File: config.mk
export PLATFORM = sky130hd
export DESIGN_NAME = mslc_top
export DESIGN_NICKNAME = d
export VERILOG_FILES = /design/src/mslc_pkg.sv /design/src/mslc_lock_gate.sv /design/src/mslc_top.sv
export SDC_FILE = /design/constraint.sdc
export NUM_CORES = 1
export LEC_CHECK = 0
export BUFFER_PORTS_ARGS = -buffer_cell sky130_fd_sc_hd__clkbuf_2
export CAP_MARGIN = 5
export CORE_ASPECT_RATIO = 1.4
export CORE_UTILIZATION = 54
export DETAILED_ROUTE_END_ITERATION = 16
export MAX_ROUTING_LAYER = met4
export PLACE_DENSITY = 0.85
export SLEW_MARGIN = 0
export SYNTH_ARGS = -nofsm -noshare
export SYNTH_HDL_FRONTEND = slang
export SYNTH_SLANG_ARGS = --single-unit
File: constraint.sdc
create_clock -name ref_clk -period 3.3 [get_ports ref_clk]
set_input_delay 0.165 -clock ref_clk [delete_from_list [all_inputs] [get_ports ref_clk]]
set_output_delay 0.165 -clock ref_clk [all_outputs]
set_load 0.1 [all_outputs]
File: src/mslc_pkg.sv
// Register map, field layout and decode tables of the configuration bank
package mslc_pkg;
    // Overview of operation
    // Second-order accel: fast/slow table, 111 zero
    // First-order accel: halving fast and slow tables
    // Handover range 0: low bits times 0.8 Hz
    // Handover range 1: low bits plus one, 12.8 Hz
    // Align time code selects 5.3 s to 0.04 s
    // Hot cap: 00 soft only, else 1/1.6/2 A
    // Bit 13 enables closed-loop no zero-cross lock
    // Bit 12 enables open-loop no zero-cross lock
    // Bit 11 enables missing motor lock fault
    // Bit 10 enables motor constant window fault
    // Bit 9 enables abnormal speed lock fault
    // Bit 8 enables hard current limit fault
    // Soft limit: 0000 off, else n times 0.2 A
    // Range bit 0: low two bits pick limit
    // Range bit 1: 0.4 A steps up to 3.2 A
    // Protection register resets to all zeros
    // Accel range bit: 0 fast, 1 slow tables
    // Fields read back last write or reset value

    localparam int          ADDR_W         = 12;
    localparam int          DATA_W         = 32;
    localparam int          LOCK_N         = 6;
    // Word indices; the byte address is four times the index
    localparam logic [7:0]  STARTUP_IDX    = 8'h93;
    localparam logic [7:0]  PROT_IDX       = 8'h94;
    localparam logic [7:0]  LOCK_STAT_IDX  = 8'h9f;
    localparam logic [11:0] STARTUP_ADDR   = {2'b00, STARTUP_IDX, 2'b00};
    localparam logic [11:0] PROT_ADDR      = {2'b00, PROT_IDX, 2'b00};
    localparam logic [11:0] LOCK_STAT_ADDR = {2'b00, LOCK_STAT_IDX, 2'b00};

    localparam logic [15:0] STARTUP_RST    = 16'h0000;
    localparam logic [15:0] PROT_RST       = 16'h0000;
    localparam logic [15:0] STARTUP_WMASK  = 16'h7fff;
    localparam logic [5:0]  LOCK_STAT_RST  = 6'h00;

    // Field positions
    localparam int ACC_SEL_BIT    = 14;
    localparam int ACC2_LSB       = 11;
    localparam int ACC1_LSB       = 8;
    localparam int THR_LSB        = 3;
    localparam int ALIGN_LSB      = 0;
    localparam int HOT_LSB        = 14;
    localparam int LOCK_EN_LSB    = 8;
    localparam int SOFT_LSB       = 4;
    localparam int HARD_LSB       = 1;
    localparam int HARD_RANGE_BIT = 0;
    localparam int STAT_OT_BIT    = 8;

    // Coefficients in thousandths of Hz/s^2 and Hz/s
    localparam logic [15:0] ACC2_FAST [8] = '{16'hdea8, 16'h7148,
        16'h36b0, 16'h1af4, 16'h0ce4, 16'h0640, 16'h0294, 16'h0000};
    localparam logic [15:0] ACC2_SLOW [8] = '{16'h00dc, 16'h006e,
        16'h0037, 16'h001b, 16'h000d, 16'h0006, 16'h0003, 16'h0000};
    localparam logic [16:0] ACC1_FAST [8] = '{17'h1_28e0, 17'h0_9470,
        17'h0_4a38, 17'h0_23f0, 17'h0_1194, 17'h0_0834, 17'h0_0384,
        17'h0_012c};
    localparam logic [16:0] ACC1_SLOW [8] = '{17'h0_12c0, 17'h0_0960,
        17'h0_04b0, 17'h0_0244, 17'h0_0118, 17'h0_0082, 17'h0_003c,
        17'h0_0013};
    // Align time in ms
    localparam logic [12:0] ALIGN_MS  [8] = '{13'h14b4, 13'h0a8c,
        13'h0514, 13'h029e, 13'h014a, 13'h00a0, 13'h0050, 13'h0028};
    // Threshold steps in tenths of Hz, currents in mA
    localparam logic [11:0] THR_STEP0 = 12'h008;
    localparam logic [11:0] THR_STEP1 = 12'h080;
    localparam logic [11:0] SOFT_STEP = 12'h0c8;
    localparam logic [11:0] HARD_STEP = 12'h190;
    localparam logic [11:0] HOT_CAP   [4] = '{12'h000, 12'h3e8,
        12'h640, 12'h7d0};
    localparam logic [11:0] HARD_R0   [4] = '{12'h9c4, 12'h76c,
        12'h5dc, 12'h384};
endpackage

File: src/mslc_lock_gate.sv
// Lock fault gating with sticky write-one-to-clear flags
`timescale 1ns/1ps
`default_nettype none
module mslc_lock_gate (
    // Clock and reset
    input  wire logic       ref_clk,
    input  wire logic       srst,
    // Enables, raw conditions and software clear
    input  wire logic [5:0] enable,
    input  wire logic [5:0] cond,
    input  wire logic [5:0] clear,
    // Fault state
    output logic      [5:0] flags,
    output logic            fault
);
    logic [5:0] flags_r;
    logic [5:0] flags_nxt;
    logic       fault_r;
    logic [5:0] set_w;

    // A condition is only a fault while its enable bit is high
    assign set_w = cond & enable;
    // Set wins over clear so an event in the clear cycle survives
    assign flags_nxt = (flags_r & ~clear) | set_w;

    always_ff @(posedge ref_clk) begin
        if (srst) begin
            flags_r <= mslc_pkg::LOCK_STAT_RST;
        end else begin
            flags_r <= flags_nxt;
        end
    end

    always_ff @(posedge ref_clk) begin
        if (srst) begin
            fault_r <= 1'b0;
        end else begin
            fault_r <= |flags_nxt;
        end
    end

    assign flags = flags_r;
    assign fault = fault_r;
endmodule // mslc_lock_gate
`default_nettype wire

File: src/mslc_top.sv
// Start-up and protection configuration bank behind an APB slave
`timescale 1ns/1ps
`default_nettype none
module mslc_top (
    // Clock and reset
    input  wire logic        ref_clk,
    input  wire logic        srst,
    // APB slave
    input  wire logic        psel,
    input  wire logic        penable,
    input  wire logic        pwrite,
    input  wire logic [11:0] paddr,
    input  wire logic [31:0] pwdata,
    input  wire logic [3:0]  pstrb,
    output logic      [31:0] prdata,
    output logic             pready,
    output logic             pslverr,
    // Motor engine observations
    input  wire logic        ot_warning,
    input  wire logic        closed_loop_stuck,
    input  wire logic        open_loop_stuck,
    input  wire logic        motor_missing,
    input  wire logic        motor_constant_bad,
    input  wire logic        speed_abnormal,
    input  wire logic [11:0] phase_current_ma,
    // Start-up settings
    output logic      [15:0] accel2_coeff,
    output logic      [16:0] accel1_coeff,
    output logic      [11:0] handover_thr,
    output logic             handover_thr_valid,
    output logic      [12:0] align_ms,
    // Protection settings
    output logic      [11:0] current_limit_ma,
    output logic             current_limit_en,
    output logic      [11:0] hard_limit_ma,
    output logic      [5:0]  lock_enable,
    output logic      [5:0]  lock_fault_flags,
    output logic             lock_fault
);
    // Software registers
    logic [15:0] startup_r;
    logic [15:0] prot_r;
    // Bus answer
    logic [31:0] prdata_r;
    logic        err_r;
    logic [31:0] rd_word;
    // Decoded settings
    logic [15:0] accel2_r;
    logic [16:0] accel1_r;
    logic [11:0] thr_r;
    logic        thr_valid_r;
    logic [12:0] align_r;
    logic [11:0] cur_lim_r;
    logic        cur_en_r;
    logic [11:0] hard_lim_r;
    // Bus decode
    logic        setup_phase;
    logic        wr_en;
    logic        hit_startup;
    logic        hit_prot;
    logic        hit_stat;
    logic        hit_any;
    // Fields
    logic        acc_sel;
    logic [2:0]  acc2_code;
    logic [2:0]  acc1_code;
    logic [4:0]  thr_code;
    logic [2:0]  align_code;
    logic [1:0]  hot_code;
    logic [3:0]  soft_code;
    logic [2:0]  hard_code;
    logic        hard_range;
    // Lock detection
    logic [5:0]  lock_cond;
    logic [5:0]  lock_clear;
    logic [5:0]  lock_flags;
    logic        lock_fault_w;

    // Only the low two lanes hold register bits
    function automatic logic [15:0] merge_bytes(
        input logic [15:0] old,
        input logic [31:0] wd,
        input logic [3:0]  strb
    );
        logic [15:0] res;
        res = old;
        for (int b = 0; b < 2; b++) begin
            if (strb[b]) begin
                res[8*b +: 8] = wd[8*b +: 8];
            end
        end
        return res;
    endfunction

    function automatic logic [11:0] thr_f(input logic [4:0] c);
        logic [11:0] n;
        n = {8'h00, c[3:0]};
        if (c[4]) begin
            return (n + 12'h001) * mslc_pkg::THR_STEP1;
        end
        return n * mslc_pkg::THR_STEP0;
    endfunction

    function automatic logic [11:0] hard_f(
        input logic       rng,
        input logic [2:0] c
    );
        logic [11:0] n;
        n = {9'h000, c};
        if (rng) begin
            return (n + 12'h001) * mslc_pkg::HARD_STEP;
        end
        // Top code bit is ignored in this range
        return mslc_pkg::HARD_R0[c[1:0]];
    endfunction

    function automatic logic [11:0] soft_f(input logic [3:0] c);
        return {8'h00, c} * mslc_pkg::SOFT_STEP;
    endfunction

    assign acc_sel    = startup_r[mslc_pkg::ACC_SEL_BIT];
    assign acc2_code  = startup_r[mslc_pkg::ACC2_LSB +: 3];
    assign acc1_code  = startup_r[mslc_pkg::ACC1_LSB +: 3];
    assign thr_code   = startup_r[mslc_pkg::THR_LSB +: 5];
    assign align_code = startup_r[mslc_pkg::ALIGN_LSB +: 3];
    assign hot_code   = prot_r[mslc_pkg::HOT_LSB +: 2];
    assign soft_code  = prot_r[mslc_pkg::SOFT_LSB +: 4];
    assign hard_code  = prot_r[mslc_pkg::HARD_LSB +: 3];
    assign hard_range = prot_r[mslc_pkg::HARD_RANGE_BIT];

    // Zero-wait slave: every access completes in its first access cycle
    assign setup_phase = psel && !penable;
    assign wr_en       = psel && penable && pwrite;
    assign hit_startup = paddr == mslc_pkg::STARTUP_ADDR;
    assign hit_prot    = paddr == mslc_pkg::PROT_ADDR;
    assign hit_stat    = paddr == mslc_pkg::LOCK_STAT_ADDR;
    assign hit_any     = hit_startup || hit_prot || hit_stat;

    always_comb begin
        rd_word = '0;
        if (hit_startup) begin
            rd_word[15:0] = startup_r;
        end else if (hit_prot) begin
            rd_word[15:0] = prot_r;
        end else if (hit_stat) begin
            rd_word[5:0] = lock_flags;
            rd_word[mslc_pkg::STAT_OT_BIT] = ot_warning;
        end
    end

    // Read data is captured in setup so prdata comes from a flop
    always_ff @(posedge ref_clk) begin
        if (srst) begin
            prdata_r <= '0;
            err_r    <= 1'b0;
        end else if (setup_phase) begin
            prdata_r <= pwrite ? '0 : rd_word;
            err_r    <= !hit_any;
        end
    end

    assign prdata  = prdata_r;
    assign pready  = 1'b1;
    assign pslverr = psel && penable && err_r;

    always_ff @(posedge ref_clk) begin
        if (srst) begin
            startup_r <= mslc_pkg::STARTUP_RST;
        end else if (wr_en && hit_startup) begin
            // Reserved top bit stays zero
            startup_r <= merge_bytes(startup_r, pwdata, pstrb)
                & mslc_pkg::STARTUP_WMASK;
        end
    end

    always_ff @(posedge ref_clk) begin
        if (srst) begin
            prot_r <= mslc_pkg::PROT_RST;
        end else if (wr_en && hit_prot) begin
            prot_r <= merge_bytes(prot_r, pwdata, pstrb);
        end
    end

    // Start-up decode
    always_ff @(posedge ref_clk) begin
        if (srst) begin
            accel2_r <= '0;
            accel1_r <= '0;
        end else begin
            accel2_r <= acc_sel ? mslc_pkg::ACC2_SLOW[acc2_code]
                                : mslc_pkg::ACC2_FAST[acc2_code];
            accel1_r <= acc_sel ? mslc_pkg::ACC1_SLOW[acc1_code]
                                : mslc_pkg::ACC1_FAST[acc1_code];
        end
    end

    always_ff @(posedge ref_clk) begin
        if (srst) begin
            thr_r       <= '0;
            thr_valid_r <= 1'b0;
            align_r     <= '0;
        end else begin
            thr_r       <= thr_f(thr_code);
            // An all-zero code names no handover speed
            thr_valid_r <= thr_code != 5'b00000;
            align_r     <= mslc_pkg::ALIGN_MS[align_code];
        end
    end

    // Protection decode
    always_ff @(posedge ref_clk) begin
        if (srst) begin
            cur_lim_r <= '0;
            cur_en_r  <= 1'b0;
        end else if (ot_warning && hot_code != 2'b00) begin
            cur_lim_r <= mslc_pkg::HOT_CAP[hot_code];
            cur_en_r  <= 1'b1;
        end else begin
            cur_lim_r <= soft_f(soft_code);
            cur_en_r  <= soft_code != 4'h0;
        end
    end

    always_ff @(posedge ref_clk) begin
        if (srst) begin
            hard_lim_r <= mslc_pkg::HARD_R0[0];
        end else begin
            hard_lim_r <= hard_f(hard_range, hard_code);
        end
    end

    // Current reaching the lock limit is judged here
    assign lock_cond = {closed_loop_stuck, open_loop_stuck, motor_missing,
        motor_constant_bad, speed_abnormal,
        phase_current_ma >= hard_lim_r};
    assign lock_clear = (wr_en && hit_stat && pstrb[0])
        ? pwdata[5:0] : 6'h00;

    mslc_lock_gate u_lock (
        .ref_clk (ref_clk),
        .srst    (srst),
        .enable  (prot_r[mslc_pkg::LOCK_EN_LSB +: mslc_pkg::LOCK_N]),
        .cond    (lock_cond),
        .clear   (lock_clear),
        .flags   (lock_flags),
        .fault   (lock_fault_w)
    );

    assign accel2_coeff       = accel2_r;
    assign accel1_coeff       = accel1_r;
    assign handover_thr       = thr_r;
    assign handover_thr_valid = thr_valid_r;
    assign align_ms           = align_r;
    assign current_limit_ma   = cur_lim_r;
    assign current_limit_en   = cur_en_r;
    assign hard_limit_ma      = hard_lim_r;
    assign lock_enable        = prot_r[mslc_pkg::LOCK_EN_LSB +: 6];
    assign lock_fault_flags   = lock_flags;
    assign lock_fault         = lock_fault_w;
endmodule // mslc_top
`default_nettype wire

-- Word-level counts from Yosys, hierarchy flattened
Memories as Yosys holds them, arrays and structs flattened. A register that Yosys moved wholly into a read port is not among the register bits.
Cells that the tools add are included.
- bitwise operators: 11
- add/subtract/negate cells: 2
- multipliers: 2
- mux-type cells: 35
- order comparisons: 5
- equal/unequal tests: 3
- reduce and logical (&&, ||, !) cells: 23
- operator list (operator ; count):
    16-bit two-way mux ; 7
    12-bit two-way mux ; 8
    17-bit two-way mux ; 5
    12-bit binary-select mux with 2-bit select ; 2
    12-bit by 10-bit equality test with 1-bit output, second input constant ; 3
    6-bit two-way mux ; 3
    7-bit two-way mux ; 2
    6-bit bitwise AND ; 2
    12-bit >= comparator ; 1
    3-bit NOT with 4-bit output ; 3
    1-bit logical AND ; 9
    4-bit by 5-bit multiplier with 9-bit output, second input constant ; 1
    4-bit >= comparator, second input constant ; 2
    4-bit by 5-bit multiplier with 8-bit output, second input constant ; 1
    2-bit AND reduction ; 4
    1-bit two-way mux ; 7
    3-bit >= comparator, second input constant ; 2
    2-bit NOT with 3-bit output ; 2
    6-bit NOT ; 1
    6-bit bitwise OR ; 1
    6-bit OR reduction ; 1
    4-bit by 1-bit adder with 5-bit output, second input constant ; 1
    5-bit nonzero test ; 1
    3-bit by 1-bit adder with 4-bit output, second input constant ; 1
    7 further kinds ; 11
- bits in registers: 139
- input port bits: 71
- word-level logic and storage cells: 103
- memories kept: 5
- output and inout bits: 131
- bits in read-only memories: 632
- memories (memory ; words ; bits a word ; rd ports ; clocked after Yosys merged registers in ; write ports ; RTL line ; RTL):
    (no name shown) ; 8 ; 17 ; 1 ; 0 ; 0 ; mslc_top.sv:193 ; : mslc_pkg::ACC1_FAST[acc1_code];
    (no name shown) ; 8 ; 17 ; 1 ; 0 ; 0 ; mslc_top.sv:192 ; accel1_r <= acc_sel ? mslc_pkg::ACC1_SLOW[acc1_code]
    (no name shown) ; 8 ; 16 ; 1 ; 0 ; 0 ; mslc_top.sv:191 ; : mslc_pkg::ACC2_FAST[acc2_code];
    (no name shown) ; 8 ; 16 ; 1 ; 0 ; 0 ; mslc_top.sv:190 ; accel2_r <= acc_sel ? mslc_pkg::ACC2_SLOW[acc2_code]
    (no name shown) ; 8 ; 13 ; 1 ; 1 ; 0 ; mslc_top.sv:206 ; align_r <= mslc_pkg::ALIGN_MS[align_code];

-- Longest topological paths before layout
- word-level depth: 9
- depth in mapped cells: 8

-- Hierarchy
A second synthesis with hierarchy kept.
- cells, all modules: 718
- area, all modules: 6387.4 sq um
- by module, submodules not included (module ; instances ; area each (sq um) ; seq. area each (sq um) ; cells each):
    mslc_top ; 1 ; 6075.8 ; 2462.4 ; 688
    mslc_lock_gate ; 1 ; 311.5 ; 140.1 ; 30

-- Worst setup path before layout
OpenSTA, ideal clock, no wires.
- kind: reg2reg
- start: register hard_lim_r[3], in the netlist hard_limit_ma[3]
- end: register u_lock.fault_r, in the netlist u_lock.fault
- path slack: 0.851 ns
- stages on the path, launching flop included: 8
- setup time: 0.142 ns
- data required time: 3.158 ns
- arrival: 2.307 ns
- path through: dfxtp_1 > inv_1 > ha_1 > nor4bb_1 > o311a_1 > a211o_1 > a22oi_1 > a41oi_1
- word-level cells in the longest chain between the ends: 4
- RTL lines (what ; RTL line ; RTL):
    start: declaration ; mslc_top.sv:55 ; logic [11:0] hard_lim_r;
    start signal: assignment ; mslc_top.sv:226 ; hard_lim_r <= mslc_pkg::HARD_R0[0];
    start signal: assignment ; mslc_top.sv:228 ; hard_lim_r <= hard_f(hard_range, hard_code);
    12-bit >= comparator ; mslc_top.sv:235 ; phase_current_ma >= hard_lim_r};
    6-bit bitwise AND ; mslc_lock_gate.sv:22 ; assign set_w = cond & enable;
    6-bit bitwise OR ; mslc_lock_gate.sv:24 ; assign flags_nxt = (flags_r & ~clear) | set_w;
    6-bit OR reduction ; mslc_lock_gate.sv:38 ; fault_r <= |flags_nxt;
    end signal: assignment ; mslc_lock_gate.sv:38 ;
    end: declaration ; mslc_lock_gate.sv:18 ; logic fault_r;
No other way between the ends.
A chain may end at the register's enable or synchronous reset.

-- Worst setup path after layout
- start: register prot_r[1]
- end: register hard_lim_r[11], in the netlist hard_limit_ma[11]
- word-level cells in the longest chain between the ends: 5
- elaborated cells between the ends (all ways): 8
- those cells by class: add/sub: 1; mul: 1; mux: 5; bitwise: 1
- RTL lines (what ; RTL line ; RTL):
    start: declaration ; mslc_top.sv:42 ; logic [15:0] prot_r;
    start signal: assignment ; mslc_top.sv:178 ; prot_r <= mslc_pkg::PROT_RST;
    start signal: assignment ; mslc_top.sv:180 ; prot_r <= merge_bytes(prot_r, pwdata, pstrb);
    parallel branches: the longest is 4 deep, another holds 4-bit by 5-bit multiplier with 8-bit output ; -- ;
    12-bit two-way mux * ; mslc_top.sv:114 ; return mslc_pkg::HARD_R0[c[1:0]];
Mark *: on every way between the ends. The select of a mux whose other input is x is not followed.

==> out/summary.md <==
The run finished with clean final reports. The count of maximum capacitance violations came out at 0. The number of nets at the end of the flow came out at 922.

Setup repair after global routing left no endpoint under its margin. The overall via count from detail_route was 5112. The worst-case IR drop observed on VDD is 0.000389 V. The number of global-route vias before repair was 4844; the H-tree depth was 4. The relative slew slack is 0.482. The proportion of layout cells with a drive suffix above 1 works out to 0.256. The die is 127 µm tall.

Clock skew: 0.00972 ns. After detailed routing, the number of vias per cell comes to 5.37. The sum of overflow across all layers after global routing came out at 0. The share of synthesized area spent on multiplexers came out at 0.0505. Counting the fill cells in the layout gives 866.

The cell type with the highest aggregate area in the netlist was sky130_fd_sc_hd__dfxtp_1. The total buffers and inverters traversed by the critical path was 1. The logs give 17 for the CTS buffer count and 3.60 ns for the required time at the endpoint of the critical path. Critical path capture point type: a flop. The number of pins with negative max-slew slack in the final report was 0; the power density normalized to cell area was 543 nW/µm².

The fraction of power spent switching nets was 0.249. The die is 91.0 µm wide. Post-CTS timing repair inserted 0 buffers for setup.

In this run the remaining antenna-violating nets after routing total 0. The area share of the largest cell type after synthesis was 0.434. In this run the static leakage power is 3.30 nW.

For the global-route usage over all layers, the log shows 0.276. Port buffering added 157 buffers. The XOR/XNOR share of the synthesized area came out at 0.0161. For the weighted congestion at the end of routability-driven global placement, the log shows 0.889.

The dominant combinational cell family by area after synthesis is simple AND/OR/NAND/NOR gates. The design draws 0.00402 W. The maximum root-to-sink buffer count is 2.

The HPWL after detailed placement is 10.2 mm. In the final routed layout, each cell accounts on average for 15.6 µm. The tools report the number of antenna diodes as 0.

The run gives 432 MHz as the peak clock frequency supported by timing. The first global-routing pass estimated 24.1 mm of wire. Area share of and/or/nand/nor cells after synthesis: 0.166. Traced cell by cell, the critical path runs through inv_1 > ha_1 > ha_1 > ha_1 > nand3_1 > xnor2_1 > a211o_1. The compound-cell area share of the yosys netlist was 0.135; the worst-margin pin slew was 0.769 ns.

After detailed routing, the total wire length is 14.8 mm. The pre-antenna-repair detailed-routing pass consisted of 5 iterations. Post-synthesis instance total: 656. The tree is rooted in a sky130_fd_sc_hd__clkbuf_16. TritonCTS built the clock tree. By startpoint and endpoint, the worst setup path is classified as reg -> reg. For the sequential fraction of the synthesis area, the log shows 0.434.

Internal power comes to 0.00302 W. By area the synthesized netlist is led by sky130_fd_sc_hd__dfxtp_1, sky130_fd_sc_hd__ha_1, sky130_fd_sc_hd__nor2_1, sky130_fd_sc_hd__a21oi_1, sky130_fd_sc_hd__mux2i_1. In this run, distinct cell masters in the synthesized netlist total 57. For the final-report hold violation count, the log shows 0. Synthesis inferred 130 register bits. For the number of remaining DRC errors, the log shows 0. Data arrives at the worst endpoint at 2.61 ns.

The logs give 0.685 for the share of the core filled with cells and 0 for the number of synthesis warnings. Worst hold-check path type: in -> reg. The initial core utilization came out at 0.554. The tools report the post-synthesis cell area as 5990 µm². The adder-cell share of the synthesized area works out to 0.112. The worst setup path is launched from a flop.

The die covers 11500 µm². The tools report the standard cell core area as 10800 µm². The run gives 0 as the final number of setup-violating endpoints. The part of the power in registers came out at 0.395.

The initialized floorplan defines 45 standard-cell rows. Combinational share of power: 0.088. The final worst-path cycle share is 0.702. Compared with the post-synthesis result, the final layout area differs by 23.6%. Post-route minimum period: 2.32 ns. Initial antenna violation count: 0. In this run the worst path has a maximum fanout of 8. 202 I/O pins were placed.

The switching power was 0.00100 W; the fraction of synthesis flops using an asynchronous set or reset pin was 0. The peak per-stage delay on the critical path was 0.52 ns; the clock group share of total power was 0.517. On the final layout, the worst hold slack is 0.0113 ns.

The clock edge transition at the registers on the reported setup and hold paths works out to 0.06 ns. Yosys mapped a number of flops with a built-in enable equal to 0. The logs give 0.42 ns for the clock latency of the later-clocked register in the worst-skew pair and 68 for the pin count of the biggest net entering global routing. In this design, the largest share of critical-path delay is due to adder cells. The clock net in this run drives a total of 130 sinks. Summed over all failing endpoints, the final setup total negative slack is 0 ns. The most used flip-flop cell after synthesis is sky130_fd_sc_hd__dfxtp_1. The slowest stage cell on the critical path was sky130_fd_sc_hd__dfxtp_1. The first routing iteration left 262 violations. The most numerous cell on the critical path is sky130_fd_sc_hd__ha_1. Dividing the synthesized area by the synthesized cell count gives 9.14 µm².
[power groups by stage]
stage / clock (W) / sequential, W / combinational, W
after floorplan: 0 / 0.00172 / 0.000206
after global placement: 0 / 0.00162 / 0.000348
after detailed placement: 0 / 0.00162 / 0.000351
after CTS: 0.00210 / 0.00159 / 0.000354
after global routing: 0.00217 / 0.00159 / 0.000368
final: 0.00208 / 0.00159 / 0.000354
[final cells by class]
type                       instances  area, µm²  share of cell area
clock buffer                      20        457              0.0617
clock inverter                    12        205              0.0277
inverter                          35        131              0.0177
multi-input combinational        450       2980               0.402
sequential                       130       2600               0.351
tap                              141        176              0.0238
timing repair buffer             164        858               0.116
[worst min-delay path: stages]
cell and delay (ns):
sky130_fd_sc_hd__clkbuf_2 0.09, sky130_fd_sc_hd__mux2i_1 0.06, sky130_fd_sc_hd__nor2_1 0.07
[flip-flops by register name (all words and copies together), names as in the netlist, 6 cells and up]
register          flops
hard_limit_ma        10
accel2_coeff         16
prdata               16
handover_thr          9
startup_r            15
accel1_coeff         17
current_limit_ma      9
u_lock.flags          6
prot_r               16
align_ms             12
[synth_stat cells (7+ instances only)]
cell type,count
sky130_fd_sc_hd__nor3_1,15
sky130_fd_sc_hd__and2_1,8
sky130_fd_sc_hd__a21oi_1,59
sky130_fd_sc_hd__a211oi_1,9
sky130_fd_sc_hd__nand2_1,42
sky130_fd_sc_hd__mux2i_1,28
sky130_fd_sc_hd__clkbuf_1,25
sky130_fd_sc_hd__inv_1,34
sky130_fd_sc_hd__nor2_1,85
sky130_fd_sc_hd__nand2b_1,9
sky130_fd_sc_hd__dfxtp_1,130
sky130_fd_sc_hd__ha_1,52
sky130_fd_sc_hd__buf_4,32
sky130_fd_sc_hd__a221oi_1,7
sky130_fd_sc_hd__o21ai_0,13
sky130_fd_sc_hd__a22oi_1,15
[cells in the final DEF (no fill, tap or decap), types with 4 or more instances in the layout]
master                      count
sky130_fd_sc_hd__a211oi_1       9
sky130_fd_sc_hd__a21oi_1       59
sky130_fd_sc_hd__a221oi_1       7
sky130_fd_sc_hd__a22oi_1       15
sky130_fd_sc_hd__a2bb2oi_1      6
sky130_fd_sc_hd__and2_1         8
sky130_fd_sc_hd__buf_4          5
sky130_fd_sc_hd__bufinv_16      5
sky130_fd_sc_hd__clkbuf_16     17
sky130_fd_sc_hd__clkbuf_2     156
sky130_fd_sc_hd__clkinv_4       4
sky130_fd_sc_hd__conb_1        26
sky130_fd_sc_hd__dfxtp_1      130
sky130_fd_sc_hd__ha_1          52
sky130_fd_sc_hd__inv_1         34
sky130_fd_sc_hd__mux2i_1       28
sky130_fd_sc_hd__nand2_1       42
sky130_fd_sc_hd__nand2b_1       9
sky130_fd_sc_hd__nand3_1        4
sky130_fd_sc_hd__nor2_1        85
sky130_fd_sc_hd__nor3_1        15
sky130_fd_sc_hd__nor4_1         5
sky130_fd_sc_hd__o21ai_0       13
sky130_fd_sc_hd__o21ai_1        6
sky130_fd_sc_hd__xnor2_1        6
sky130_fd_sc_hd__xor2_1         5
[stage by stage]
stage	std cells	instance area [µm²]	setup WS, ns
3_5_place_dp	918	6730	0.879
3_3_place_gp	918	6730	0.933
6_report	952	7410	0.985
5_1_grt	952	7410	0.846
2_1_floorplan	680	6080	0.851
4_1_cts	952	7410	0.980
[layer usage]
layer	wire length, µm	global-route usage
met3	980	0.0618
met5	0	-
met4	442	0.128
met2	7570	0.470
met1	5840	0.308
[logic make-up after synthesis]
family                     count (synthesis)
DFF                                      130
and+or+nand+nor                          201
muxes                                     29
other                                      2
xor gates and xnor gates                  11
buffers and inverters                    100
adders and majority gates                 53
AOI/OAI and AO/OA                        130
[path summary, 6_finish.rpt]
check | start | slack [ns] | endpoint | cells after the start
setup reg to reg | prot_r[1] | 0.98 | hard_limit_ma[11] | 7
hold reg to reg | prdata[10] | 0.45 | prdata[10] | 2
hold / removal | pwdata[7] | 0.01 | startup_r[7] | 3
setup / recovery | prot_r[1] | 0.98 | hard_limit_ma[11] | 7
[timing repair]
action / CTS / global route
gates resized for setup: 0 / 0
hold endpoints to repair: 2 / 0
hold buffers: 2 / 0
Note: power is estimated with default switching activity, not from simulation.
